$ cat src/uep_pkg.sv
// package for the usb endpoint interrupt-enable and error-flag block
package uep_pkg;
  // ===========================================================
  // register byte offsets
  localparam logic [7:0] UEP_ADDR_STATUS = 8'h00;
  localparam logic [7:0] UEP_ADDR_ENABLE = 8'h04;
  localparam logic [7:0] UEP_ADDR_ENABLE_SET = 8'h08;
  localparam logic [7:0] UEP_ADDR_ENABLE_CLEAR = 8'h0c;
  localparam logic [7:0] UEP_ADDR_ERR_FLAGS = 8'h10;
  localparam logic [7:0] UEP_ADDR_ERR_CLEAR = 8'h14;
  localparam logic [7:0] UEP_ADDR_CTRL = 8'h18;
  localparam logic [7:0] UEP_ADDR_IRQ_STATUS = 8'h1c;
  localparam logic [7:0] UEP_ADDR_IRQ_MASK = 8'h20;
  // ===========================================================
  // bit positions in status / enable / set / clear registers
  localparam int UEP_BIT_OVERFLOW = 5;
  localparam int UEP_BIT_STALLED = 6;
  localparam int UEP_BIT_SHORT_PACKET = 7;
  localparam int UEP_BIT_BUSY_BANK = 12;
  // error flag positions
  localparam int UEP_BIT_DATA_TOGGLE_ERR = 0;
  localparam int UEP_BIT_DATA_PID_ERR = 1;
  localparam int UEP_BIT_PID_ERR = 2;
  // control register positions
  localparam int UEP_BIT_DMA_END_OE = 0;
  localparam int UEP_BIT_AUTO_SWITCH = 1;
  localparam int UEP_BIT_IN_EP = 2;
  localparam int UEP_BIT_CONTROL_EP = 3;
  // interrupt summary register positions
  localparam int UEP_IRQ_ENDPOINT = 0;
  localparam int UEP_IRQ_PID_ERR = 1;
  localparam int UEP_IRQ_DATA_PID_ERR = 2;
  localparam int UEP_IRQ_TOGGLE_ERR = 3;
  localparam int UEP_IRQ_WIDTH = 4;
  // ===========================================================
  // reset values
  localparam logic [31:0] UEP_RESET_WORD = 32'h0000_0000;
  localparam logic [3:0] UEP_RESET_IRQ = 4'h0;
  localparam logic [2:0] UEP_RESET_ERR = 3'h0;
  localparam logic [3:0] UEP_RESET_EN = 4'h0;
  localparam logic [3:0] UEP_RESET_CTRL = 4'h0;
  // apb slave states (gray order idle -> access)
  typedef enum logic [1:0] {
    UEP_APB_IDLE = 2'b00,
    UEP_APB_ACCESS = 2'b01
  } uep_apb_state_t;
endpackage
$ cat src/uep_endpoint_irq.sv
// endpoint interrupt-enable logic with protocol-error flags, apb slave
`timescale 1ns/10ps
module uep_endpoint_irq
  import uep_pkg::*;
(
  // clock and reset
  input wire logic pclk,
  input wire logic presetn,
  // apb slave
  input wire logic psel,
  input wire logic penable,
  input wire logic pwrite,
  input wire logic [7:0] paddr,
  input wire logic [31:0] pwdata,
  input wire logic [3:0] pstrb,
  output logic [31:0] prdata,
  output logic pready,
  output logic pslverr,
  // endpoint status from the transfer engine (same clock)
  input wire logic busy_bank_count_status,
  input wire logic short_packet_status,
  input wire logic stalled_status,
  input wire logic overflow_status,
  // protocol error events, one-cycle pulses
  input wire logic pid_error_event,
  input wire logic data_pid_error_event,
  input wire logic data_toggle_error_event,
  // dma transfer end, one-cycle pulse
  input wire logic dma_transfer_end,
  // outputs
  output logic endpoint_irq,
  output logic short_packet_send,
  output logic irq
);
  // ===========================================================
  // declarations
  uep_apb_state_t apb_state;
  uep_apb_state_t next_apb_state;
  logic wr_en;
  logic rd_en;
  logic hit;
  logic [31:0] next_prdata;
  logic busy_bank_irq_enable;
  logic short_packet_irq_enable;
  logic stalled_irq_enable;
  logic overflow_irq_enable;
  logic [3:0] ctrl;
  logic [2:0] err_set;
  logic [2:0] err_clear;
  logic [2:0] err_flags;
  logic [3:0] irq_status;
  logic [3:0] irq_mask;
  logic [3:0] irq_events;
  logic [3:0] irq_clear;
  logic endpoint_irq_d;
  logic [31:0] ep_status_word;
  logic [31:0] ep_enable_word;
  logic dma_buffer_end_output_enable;
  logic auto_bank_switch;

  function automatic logic [31:0] uep_wmask(input logic [31:0] d, input logic [3:0] s);
    uep_wmask = d & {{8{s[3]}}, {8{s[2]}}, {8{s[1]}}, {8{s[0]}}};
  endfunction

  function automatic logic uep_reg_hit(input logic [7:0] a);
    uep_reg_hit = (a == UEP_ADDR_STATUS) || (a == UEP_ADDR_ENABLE) ||
                  (a == UEP_ADDR_ENABLE_SET) || (a == UEP_ADDR_ENABLE_CLEAR) ||
                  (a == UEP_ADDR_ERR_FLAGS) || (a == UEP_ADDR_ERR_CLEAR) ||
                  (a == UEP_ADDR_CTRL) || (a == UEP_ADDR_IRQ_STATUS) ||
                  (a == UEP_ADDR_IRQ_MASK);
  endfunction

  logic [31:0] wdata_m;
  assign wdata_m = uep_wmask(pwdata, pstrb);

  // ===========================================================
  // apb handshake: one wait state, answer in the second access cycle
  always_comb begin
    next_apb_state = apb_state;
    case (apb_state)
      UEP_APB_IDLE: begin
        if (psel && penable) begin
          next_apb_state = UEP_APB_ACCESS;
        end
      end
      UEP_APB_ACCESS: begin
        next_apb_state = UEP_APB_IDLE;
      end
      default: begin
        next_apb_state = UEP_APB_IDLE;
      end
    endcase
  end

  always_ff @(posedge pclk or negedge presetn) begin
    if (!presetn) begin
      apb_state <= UEP_APB_IDLE;
    end else begin
      apb_state <= next_apb_state;
    end
  end

  assign pready = (apb_state == UEP_APB_ACCESS);
  assign hit = uep_reg_hit(paddr);
  assign pslverr = pready && !hit;
  assign wr_en = psel && penable && pready && pwrite && hit;
  // read data is captured one cycle ahead of pready so it stands in the answering cycle
  assign rd_en = psel && penable && !pready && !pwrite;

  // ===========================================================
  // enable bits: only a written 1 acts
  always_ff @(posedge pclk or negedge presetn) begin
    if (!presetn) begin
      busy_bank_irq_enable <= 1'b0;
      short_packet_irq_enable <= 1'b0;
      stalled_irq_enable <= 1'b0;
      overflow_irq_enable <= 1'b0;
    end else if (wr_en && paddr == UEP_ADDR_ENABLE_SET) begin
      // set has no clear partner in the same write, so order is moot
      if (wdata_m[UEP_BIT_BUSY_BANK]) begin
        busy_bank_irq_enable <= 1'b1;
      end
      if (wdata_m[UEP_BIT_SHORT_PACKET]) begin
        short_packet_irq_enable <= 1'b1;
      end
      if (wdata_m[UEP_BIT_STALLED]) begin
        stalled_irq_enable <= 1'b1;
      end
      if (wdata_m[UEP_BIT_OVERFLOW]) begin
        overflow_irq_enable <= 1'b1;
      end
    end else if (wr_en && paddr == UEP_ADDR_ENABLE_CLEAR) begin
      // clear acts on a written 1, like its siblings
      if (wdata_m[UEP_BIT_BUSY_BANK]) begin
        busy_bank_irq_enable <= 1'b0;
      end
      if (wdata_m[UEP_BIT_SHORT_PACKET]) begin
        short_packet_irq_enable <= 1'b0;
      end
      if (wdata_m[UEP_BIT_STALLED]) begin
        stalled_irq_enable <= 1'b0;
      end
      if (wdata_m[UEP_BIT_OVERFLOW]) begin
        overflow_irq_enable <= 1'b0;
      end
    end
  end

  // ===========================================================
  // endpoint configuration
  always_ff @(posedge pclk or negedge presetn) begin
    if (!presetn) begin
      ctrl <= UEP_RESET_CTRL;
    end else if (wr_en && paddr == UEP_ADDR_CTRL) begin
      ctrl <= wdata_m[3:0];
    end
  end
  assign dma_buffer_end_output_enable = ctrl[UEP_BIT_DMA_END_OE];
  assign auto_bank_switch = ctrl[UEP_BIT_AUTO_SWITCH];

  // ===========================================================
  // endpoint interrupt and short packet request
  always_comb begin
    endpoint_irq_d = (busy_bank_count_status && busy_bank_irq_enable) ||
                     (short_packet_status && short_packet_irq_enable) ||
                     (stalled_status && stalled_irq_enable) ||
                     (overflow_status && overflow_irq_enable);
  end

  always_ff @(posedge pclk or negedge presetn) begin
    if (!presetn) begin
      endpoint_irq <= 1'b0;
      short_packet_send <= 1'b0;
    end else begin
      endpoint_irq <= endpoint_irq_d;
      short_packet_send <= dma_transfer_end && short_packet_irq_enable &&
                           ctrl[UEP_BIT_IN_EP] && !ctrl[UEP_BIT_CONTROL_EP] &&
                           dma_buffer_end_output_enable && auto_bank_switch;
    end
  end

  // ===========================================================
  // protocol error flags
  assign err_set[UEP_BIT_PID_ERR] = pid_error_event;
  assign err_set[UEP_BIT_DATA_PID_ERR] = data_pid_error_event;
  assign err_set[UEP_BIT_DATA_TOGGLE_ERR] = data_toggle_error_event;
  assign err_clear = (wr_en && paddr == UEP_ADDR_ERR_CLEAR) ? wdata_m[2:0] : UEP_RESET_ERR;

  uep_flag_bank #(
    .WIDTH(3)
  ) u_err_flags (
    .pclk(pclk),
    .presetn(presetn),
    .set_pulse(err_set),
    .clear_pulse(err_clear),
    .flags(err_flags)
  );

  // ===========================================================
  // interrupt status, mask and line
  logic endpoint_irq_q;
  always_ff @(posedge pclk or negedge presetn) begin
    if (!presetn) begin
      endpoint_irq_q <= 1'b0;
    end else begin
      endpoint_irq_q <= endpoint_irq;
    end
  end
  assign irq_events = {data_toggle_error_event, data_pid_error_event, pid_error_event,
                       endpoint_irq && !endpoint_irq_q};
  assign irq_clear = (wr_en && paddr == UEP_ADDR_IRQ_STATUS) ?
                     wdata_m[UEP_IRQ_WIDTH-1:0] : UEP_RESET_IRQ;

  uep_flag_bank #(
    .WIDTH(UEP_IRQ_WIDTH)
  ) u_irq_flags (
    .pclk(pclk),
    .presetn(presetn),
    .set_pulse(irq_events),
    .clear_pulse(irq_clear),
    .flags(irq_status)
  );

  always_ff @(posedge pclk or negedge presetn) begin
    if (!presetn) begin
      irq_mask <= UEP_RESET_IRQ;
    end else if (wr_en && paddr == UEP_ADDR_IRQ_MASK) begin
      irq_mask <= wdata_m[UEP_IRQ_WIDTH-1:0];
    end
  end
  assign irq = |(irq_status & irq_mask);

  // ===========================================================
  // read data
  always_comb begin
    ep_status_word = UEP_RESET_WORD;
    ep_status_word[UEP_BIT_BUSY_BANK] = busy_bank_count_status;
    ep_status_word[UEP_BIT_SHORT_PACKET] = short_packet_status;
    ep_status_word[UEP_BIT_STALLED] = stalled_status;
    ep_status_word[UEP_BIT_OVERFLOW] = overflow_status;
    ep_enable_word = UEP_RESET_WORD;
    ep_enable_word[UEP_BIT_BUSY_BANK] = busy_bank_irq_enable;
    ep_enable_word[UEP_BIT_SHORT_PACKET] = short_packet_irq_enable;
    ep_enable_word[UEP_BIT_STALLED] = stalled_irq_enable;
    ep_enable_word[UEP_BIT_OVERFLOW] = overflow_irq_enable;
    next_prdata = UEP_RESET_WORD;
    if (paddr == UEP_ADDR_STATUS) begin
      next_prdata = ep_status_word;
    end else if (paddr == UEP_ADDR_ENABLE) begin
      next_prdata = ep_enable_word;
    end else if (paddr == UEP_ADDR_ERR_FLAGS) begin
      next_prdata[2:0] = err_flags;
    end else if (paddr == UEP_ADDR_CTRL) begin
      next_prdata[3:0] = ctrl;
    end else if (paddr == UEP_ADDR_IRQ_STATUS) begin
      next_prdata[UEP_IRQ_WIDTH-1:0] = irq_status;
    end else if (paddr == UEP_ADDR_IRQ_MASK) begin
      next_prdata[UEP_IRQ_WIDTH-1:0] = irq_mask;
    end
  end

  // prdata registered so it stands stable through the answering cycle
  always_ff @(posedge pclk or negedge presetn) begin
    if (!presetn) begin
      prdata <= UEP_RESET_WORD;
    end else if (rd_en) begin
      prdata <= next_prdata;
    end
  end
endmodule

$ cat src/uep_flag_bank.sv
// sticky flag bank: hardware set wins over write-one clear
`timescale 1ns/10ps
module uep_flag_bank #(
  parameter int WIDTH = 3
) (
  // clock and reset
  input wire logic pclk,
  input wire logic presetn,
  // events and clears
  input wire logic [WIDTH-1:0] set_pulse,
  input wire logic [WIDTH-1:0] clear_pulse,
  // state
  output logic [WIDTH-1:0] flags
);
  // ===========================================================
  // flags
  always_ff @(posedge pclk or negedge presetn) begin
    if (!presetn) begin
      flags <= '0;
    end else begin
      flags <= (flags & ~clear_pulse) | set_pulse;
    end
  end
endmodule

$ cat config.mk
export PLATFORM = sky130hd
export DESIGN_NAME = uep_endpoint_irq
export DESIGN_NICKNAME = d
export VERILOG_FILES = /design/src/uep_pkg.sv /design/src/uep_endpoint_irq.sv /design/src/uep_flag_bank.sv
export SDC_FILE = /design/constraint.sdc
export NUM_CORES = 1
export LEC_CHECK = 0
export BUFFER_PORTS_ARGS = -buffer_cell sky130_fd_sc_hd__clkbuf_2
export CORE_MARGIN = 1.5
export CORE_UTILIZATION = 35
export DETAILED_ROUTE_END_ITERATION = 10
export SYNTH_ARGS = -nofsm -noshare
export SYNTH_HDL_FRONTEND = slang
export SYNTH_HIERARCHICAL = 1
export SYNTH_SLANG_ARGS = --single-unit
$ cat constraint.sdc
create_clock -name pclk -period 2.75 [get_ports pclk]
set_clock_uncertainty 0.1 [all_clocks]
set_input_delay 0.1375 -clock pclk [delete_from_list [all_inputs] [get_ports pclk]]
set_output_delay 0.1375 -clock pclk [all_outputs]
set_load 0.01 [all_outputs]
* Yosys cells after proc, flatten, opt, wreduce, memory -nomap -nowiden *
Index checks and enable logic that the tools add are counted.

operators by class
  bitwise operators = 8
  multiplexer cells = 28
  equality and inequality tests = 18
  reduce and logical (&&, ||, !) cells = 47

operators by type and width
  cell                                                              number
  8-bit by 5-bit == test with 1-bit output (second input constant)  4
  32-bit two-way mux                                                1
  1-bit logical AND                                                 23
  4-bit two-way mux                                                 5
  2-bit inequality test (second input constant)                     9
  1-bit two-way mux                                                 17
  8-bit by 4-bit == test with 1-bit output (second input constant)  2
  13-bit AND                                                        1
  3-bit AND reduction                                               4
  1-bit logical OR                                                  11
  9-bit two-way mux                                                 1
  4-bit AND                                                         2
  8-bit by 3-bit == test with 1-bit output (second input constant)  1
  8-bit by 6-bit == test with 1-bit output (second input constant)  1
  8-bit logical NOT                                                 1
  3-bit two-way mux                                                 2
  1-bit logical NOT                                                 5
  2-bit two-way mux                                                 2
  4-bit inverter                                                    1
  4-bit OR                                                          1
  4-bit OR reduction                                                1
  3-bit AND                                                         1
  3-bit inverter                                                    1
  3-bit OR                                                          1
  other kinds (3)                                                   3

storage, ports and cells
  logic and storage cells = 114
  input bits = 57
  bits in registers = 56

* Depth between registers and ports, before layout *
Gate-level depths: netlist of run 1.

  depth after elaboration = 15
  gate-level depth with buffers = 6

* By module *
The synthesis of run 1 kept the hierarchy.

modules (own cells, without submodules)
  module                       cells an instance  instances  area each (um2)  sequential area each (um2)
  uep_endpoint_irq             152                1          1511.4           600.6
  uep_flag_bank (u_irq_flags)  12                 1          145.1            100.1
  uep_flag_bank (u_err_flags)  9                  1          108.9            75.1

* Least setup slack after synthesis of run 1 *
No wires, ideal clock.

  path type = in2reg
  from = input paddr[7]
  to = register ctrl[0]
  path buffers = 0
  stages = 4
  setup slack = 1.123 ns
  data arrival time = 1.402 ns
  path through = or4_4 -> nor3b_4 -> nand3_4 -> mux2_4

between the ends
  longest elaborated chain between the ends = 11
  elaborated cells on any way between the ends = 19
  those cells by class = eq/ne: 8; reduce/logical: 11

ends and longest elaborated chain
  element                                                                               RTL line                 source
  from (decl)                                                                           uep_endpoint_irq.sv:13   input wire logic [7:0] paddr,
  8-bit by 3-bit == test with 1-bit output / 8-bit logical NOT (equally long branches)  uep_endpoint_irq.sv:66   uep_reg_hit = (a == UEP_ADDR_STATUS) || (a == UEP_ADDR_ENABLE) ||
  1-bit logical OR (2 in a row)                                                         uep_endpoint_irq.sv:66
  1-bit logical OR (2 in a row)                                                         uep_endpoint_irq.sv:67   (a == UEP_ADDR_ENABLE_SET) || (a == UEP_ADDR_ENABLE_CLEAR) ||
  1-bit logical OR (2 in a row)                                                         uep_endpoint_irq.sv:68   (a == UEP_ADDR_ERR_FLAGS) || (a == UEP_ADDR_ERR_CLEAR) ||
  1-bit logical OR (2 in a row)                                                         uep_endpoint_irq.sv:69   (a == UEP_ADDR_CTRL) || (a == UEP_ADDR_IRQ_STATUS) ||
  1-bit logical AND                                                                     uep_endpoint_irq.sv:106  assign wr_en = psel && penable && pready && pwrite && hit;
  1-bit logical AND *                                                                   uep_endpoint_irq.sv:154  end else if (wr_en && paddr == UEP_ADDR_CTRL) begin
  to (signal assigned)                                                                  uep_endpoint_irq.sv:155  ctrl <= wdata_m[3:0];
  to (decl)                                                                             uep_endpoint_irq.sv:47   logic [3:0] ctrl;

Every way passes the cells marked *; elsewhere a longest branch is shown, timed or not.
A chain may end at the register's enable or synchronous reset.

* Worst setup path after layout of run 1 *
  from = input penable
  to = register busy_bank_irq_enable

between the ends
  longest elaborated chain between the ends = 7
  elaborated cells on any way between the ends = 11
  those cells by class = eq/ne: 2; mux: 1; reduce/logical: 8

ends and longest elaborated chain
  element                                                                              RTL line                                          source
  from (decl)                                                                          uep_endpoint_irq.sv:11                            input wire logic penable,
  1-bit logical AND * (4 in a row)                                                     uep_endpoint_irq.sv:106
  1-bit logical AND (on tied branches)                                                 uep_endpoint_irq.sv:132, uep_endpoint_irq.sv:118
  2-bit inequality test (no source line) / 2-bit nonzero test (equally long branches)  -
  3-bit AND reduction (no source line)                                                 -
  to (signal assigned)                                                                 uep_endpoint_irq.sv:114                           busy_bank_irq_enable <= 1'b0;
  to (signal assigned)                                                                 uep_endpoint_irq.sv:121                           busy_bank_irq_enable <= 1'b1;
  to (signal assigned)                                                                 uep_endpoint_irq.sv:135                           busy_bank_irq_enable <= 1'b0;
  to (decl)                                                                            uep_endpoint_irq.sv:43                            logic busy_bank_irq_enable;

Marks and branches as above.

==> qor.txt, run 1 <==
Placer Congestion -> 0.7705
endpoints failing hold -> 0
Final Instance Area -> 2117 µm²
Final Max Tran Viols -> 0
hold path endpoint -> endpoint_irq
I/O pin total -> 94
Max-cap violations -> 0
Gate Count Post-Synth -> 173
Num CTS Buffers -> 5
CTS clock-pin slew for the worst setup and hold paths -> 60 ps
CP Max Fanout -> 5
drt pass-1 iters -> 4
Max stage delay on crit path -> 520 ps
final setup violation count -> 0
Setup WS pre-CTS -> 817.3 ps
DIE HEIGHT -> 74.02 µm
Hold WS -> 40.10 ps
Starting DRT DRC Count -> 64
die area -> 5479 µm²
number of enable flip-flop cells after synthesis -> 0
CP max-delay cell -> dlygate4sd3_1
IO buf count -> 43
Clk Latency, worst-skew pair -> 280 ps
initial antenna violation count -> 0
grt total ovfl -> 0
WS Path Type -> input pin to flop
clock sink count -> 31
Tightest Hold Check Type -> input pin to flop
Req. time, crit path -> 2800 ps
Post-Place Cells -> 277
reg2reg end -> busy_bank_irq_enable
Yosys warnings -> 6
Core ar. -> 4786 µm²
DP Wirelength -> 2917 µm
WP data arrival -> 1750 ps
commonest non-fill, non-tap cell in the layout -> clkbuf_2
R2R Path Start -> apb_state[0]
status -> complete, no violations
fin crit share -> 0.6172
CTS Root Cell -> clkbuf_8
Power Total -> 954.6 µW
GRT Total Usage -> 0.1528
setup slack, reg-to-reg -> 1080 ps
drt via density -> 4.408
Area Growth Syn to Fin -> 19.91%
CP cell instances -> dlygate4sd3_1 -> clkbuf_2 -> and4_1 -> and4b_1 -> nand4b_1 -> mux2i_1
vias in the first global route -> 1223
CTS tree -> yes
crit end category -> flop
min-delay src -> busy_bank_count_status
Residual DRC -> 0
Worst Reg-to-Reg Cells -> 4
Setup TNS -> 0 ps
CTS Buffer Depth -> 2
largest net degree at the start of global routing -> 32
n_diodes -> 0
Synth Area per Inst -> 10.20 µm²
post-route insts no fill -> 292
Core Rows -> 25
Max Fclk -> 589.2 MHz
wire per inst -> 12.74 µm
Post-CTS Setup Repair Bufs -> 0
Synth top area share -> 0.4394
post-route ant nets -> 0
Final nets -> 281
register area share after synthesis -> 0.4394
Via Count -> 1287
pwr/cell area -> 450.9 nW/µm²
Initial Utilization -> 0.3689
Hold Path Cell Cnt -> 3
fin util -> 0.4424
Distinct cells, synth -> 36
top cells by area, synth -> dfrtp_1 (44%), buf_4 (11%), mux2i_1 (6.2%)
final worst path period need -> 1697 ps
mapped cell area -> 1765 µm²
placed cell area -> 1947 µm²
Rel. slew slack -> 0.4904
area leader, netlist -> dfrtp_1
die width -> 74.02 µm
Slew @ Worst Pin -> 764.4 ps
share of cells above drive strength 1 -> 0.2756
ys async rst share -> 1.000
maximum VDD drop -> 0.2472 mV
crit path launch type -> input pin
# H-tree levels -> 2
Leakage -> 1.053 nW
commonest non-fill, non-tap cells in the layout -> clkbuf_2 (43), dfrtp_1 (31), conb_1 (24)
RSZ-0062 raised after global routing -> false
top_reg_cell synth -> dfrtp_1
FF+latch count, synth -> 31
global-route wire length before repair -> 6085 µm
Routed WL -> 3719 µm
fin worst setup slack -> 1053 ps
-- sequential cells by signal, indices dropped and copies added, names as in the netlist --
name                     count
apb_state                    1
u_irq_flags/flags            4
u_err_flags/flags            3
busy_bank_irq_enable         1
short_packet_send            1
endpoint_irq                 1
prdata                       8
short_packet_irq_enable      1
ctrl                         4
stalled_irq_enable           1
endpoint_irq_q               1
irq_mask                     4
overflow_irq_enable          1
-- cells in the mapped netlist (3+ instances only) --
library cell / count
dfrtp_1: 31
buf_4: 25
nand2_1: 18
inv_1: 11
mux2i_1: 11
nor2_1: 9
a21o_1: 7
o21ai_0: 6
and2_1: 5
mux2_2: 5
nand4b_1: 5
a22oi_1: 4
mux2_4: 4
a32o_1: 3
nor2b_1: 3
-- worst max-delay path by stage --
stage	from	endpoint	slack, ps	depth (start not counted)
4_1_cts	penable	u_irq_flags/flags[0]	1070	7
3_5_place_dp	paddr[7]	u_irq_flags/flags[0]	820	7
2_1_floorplan	paddr[7]	ctrl[0]	1120	4
5_1_grt	paddr[7]	u_irq_flags/flags[3]	930	7
6_report	penable	busy_bank_irq_enable	1050	6
3_3_place_gp	paddr[7]	u_irq_flags/flags[0]	820	7
-- per-layer routing --
| metal | share of wire | GRT usage | vias to the layer above | wire length [µm] |
|---|---|---|---|---|
| met5 | 0 | 0 | - | 0 |
| met4 | 0.014 | 0.04938 | 0 | 53 |
| met3 | 0.049 | 0.05420 | 6 | 183 |
| met2 | 0.46 | 0.2272 | 31 | 1714 |
| met1 | 0.48 | 0.2077 | 594 | 1769 |
| li1 | - | - | 656 | - |
-- logic make-up after synthesis --
| group | count (synthesis) | synth area share |
|---|---|---|
| buffers and inverters | 40 | 0.1389 |
| and+or+nand+nor | 54 | 0.1807 |
| AOI/OAI and AO/OA | 27 | 0.1106 |
| DFF | 31 | 0.4394 |
| muxes | 20 | 0.1283 |
| other | 1 | 0.002124 |
-- final cells by class --
cell class                      instances  area (µm²)
Tap cell                               67       83.83
Fill cell                             477        2669
Clock buffer                            8       100.1
Multi-Input combinational cell        125       830.8
Sequential cell                        31       775.7
Timing Repair Buffer                   50       285.3
Inverter                               11       41.29
-- timing repair --
item | in CTS | in global routing
endpoints found under the hold margin | 39 | 0
hold buffers | 7 | 0
gates resized for setup | 0 | 0
-- critical path, delay by kind of cell --
family	cells	cell delay, ps
buf+inv	2	620
simple gates	3	840
mux	1	140
-- power by group --
group	leakage, nW	total, mW	switching [mW]	internal [mW]
Clock	0.0515	0.391	0.163	0.228
Combinational	0.636	0.101	0.0615	0.0400
Sequential	0.365	0.462	0.00263	0.460
Power figures use the tool's default switching activity.
==> run 2: changes to the inputs <==
PLACE_DENSITY = 0.67   (was default)
clock period = 1.45 ns   (was 2.75 ns; I/O delays follow)
==> run 2 against run 1 <==
Effect of this change:
- clock power grew 71%
- critical path type is now flop to flop
- wire length is 5.2% higher
- sequential cell count stayed put
- first-iteration DRC count down 22%
==> qor.txt, run 2 (synthesis results as in run 1) <==
Core Rows -> 25
Reg power frac -> 0.490
crit path launch type -> flop
IO buf count -> 43
n_diodes -> 0
post-route ant nets -> 0
grt total ovfl -> 0
fin util -> 0.4912
WS Path Type -> flop to flop
fin crit share -> 0.9756
Max-cap violations -> 0
Tightest Hold Check Type -> input pin to flop
Leakage -> 1.190 nW
DP Wirelength -> 3005 µm
share of cells above drive strength 1 -> 0.3347
Req. time, crit path -> 1510 ps
final worst path period need -> 1415 ps
initial antenna violation count -> 0
combinational group share of total power -> 0.136
CTS tree -> yes
DIE HEIGHT -> 74.02 µm
internal power -> 1.359 mW
Sw Ratio -> 0.2407
Core ar. -> 4786 µm²
Residual DRC -> 0
I/O pin total -> 94
largest net degree at the start of global routing -> 32
Num CTS Buffers -> 5
Clk Latency, worst-skew pair -> 280 ps
drt via density -> 4.453
GRT Total Usage -> 0.1550
drt pass-1 iters -> 4
crit end category -> flop
Post-CTS Setup Repair Bufs -> 0
commonest non-fill, non-tap cell in the layout -> clkbuf_2
Starting DRT DRC Count -> 50
vias in the first global route -> 1381
WP data arrival -> 1480 ps
Routed WL -> 3912 µm
RSZ-0062 raised after global routing -> true
pwr/cell area -> 761.1 nW/µm²
Clk pwr share -> 0.374
Setup TNS -> 0 ps
Placer Congestion -> 0.8361
Final nets -> 308
endpoints failing hold -> 0
Most flops, register -> prdata
die width -> 74.02 µm
status -> complete, no violations
filler instances -> 464
Setup WS pre-CTS -> -238.0 ps
Area Growth Syn to Fin -> 33.17%
CTS Buffer Depth -> 2
Via Count -> 1416
Psw -> 430.6 µW
global-route wire length before repair -> 6306 µm
Initial Utilization -> 0.3689
max FFs per register -> 8
CP Max Fanout -> 5
Hold WS -> 67.18 ps
die area -> 5479 µm²
wire per inst -> 12.30 µm
clock sink count -> 31
CTS clock-pin slew for the worst setup and hold paths -> 60 ps
final setup violation count -> 0
# H-tree levels -> 2
CTS Root Cell -> clkbuf_8
Final Max Tran Viols -> 0
maximum VDD drop -> 0.3512 mV
fin worst setup slack -> 35.37 ps
Max Fclk -> 706.9 MHz
commonest non-fill, non-tap cells in the layout -> clkbuf_2 (43), dfrtp_1 (31), conb_1 (24)
## run 2: changes by cell type in the layout (fill, tap and decap cells not counted), sizes merged
cell / previous run / this run
dlygate4sd3: 7 / 16
buf: 0 / 18
clkbuf: 51 / 49
clkinv: 0 / 1
## run 2: final cells by class
class / instances / area (µm²) / area share
inverter: 11 / 41.29 / 0.01756
clock buffer: 6 / 82.58 / 0.03513
clock inverter: 1 / 5.005 / 0.002129
tap: 67 / 83.83 / 0.03566
timing repair buffer: 77 / 514.2 / 0.2187
sequential: 31 / 775.7 / 0.3300
multi-input combinational: 125 / 848.3 / 0.3608
## run 2: what timing repair did
item                                    in CTS  in global routing
resized for setup                            1                  5
hold buffers                                16                  0
endpoints found under the setup margin       4                 19
pin swaps                                    1                  9
endpoints found under the hold margin       45                  0
## run 2: layer usage
metal | share of wire | up-vias | track usage
li1 | - | 708 | -
met1 | 0.45 | 662 | 0.1957
met2 | 0.49 | 41 | 0.2470
met3 | 0.048 | 5 | 0.02710
met4 | 0.017 | 0 | 0.09465
met5 | 0 | - | 0
## run 2: path summary, 6_finish.rpt
| path | endpoint | slack (ps) | from | cells past startpoint |
|---|---|---|---|---|
| min in group asynchronous | u_irq_flags/flags[3] | 230 | presetn | 3 |
| setup / recovery | overflow_irq_enable | 40 | apb_state[0] | 4 |
| hold / removal | u_irq_flags/flags[0] | 70 | pwdata[0] | 5 |
| setup reg to reg | overflow_irq_enable | 40 | apb_state[0] | 4 |
| max in group asynchronous | stalled_irq_enable | 730 | presetn | 3 |
| hold reg to reg | endpoint_irq_q | 310 | endpoint_irq | 0 |
## run 2: per-stage QoR
stage	cell area (µm²)	power, mW	cells
global route	2351	1.880	318
detailed placement	2087	1.099	295
floorplan	1858	1.037	196
finish	2351	1.789	318
CTS	2340	1.810	318
global placement	2087	1.098	295
## run 2: power by group through the flow
stage	registers, mW	logic, mW	clock network, mW
floorplan	0.894	0.143	0
global placement	0.892	0.206	0
detailed placement	0.892	0.207	0
CTS	0.876	0.242	0.692
global route	0.877	0.273	0.730
finish	0.877	0.243	0.669
## run 2: critical path, stage by stage, from the launching register on
cell and delay [ps]:
dfrtp_1 380, and4_4 260, and4b_1 270, nand4b_1 140, mux2i_1 140
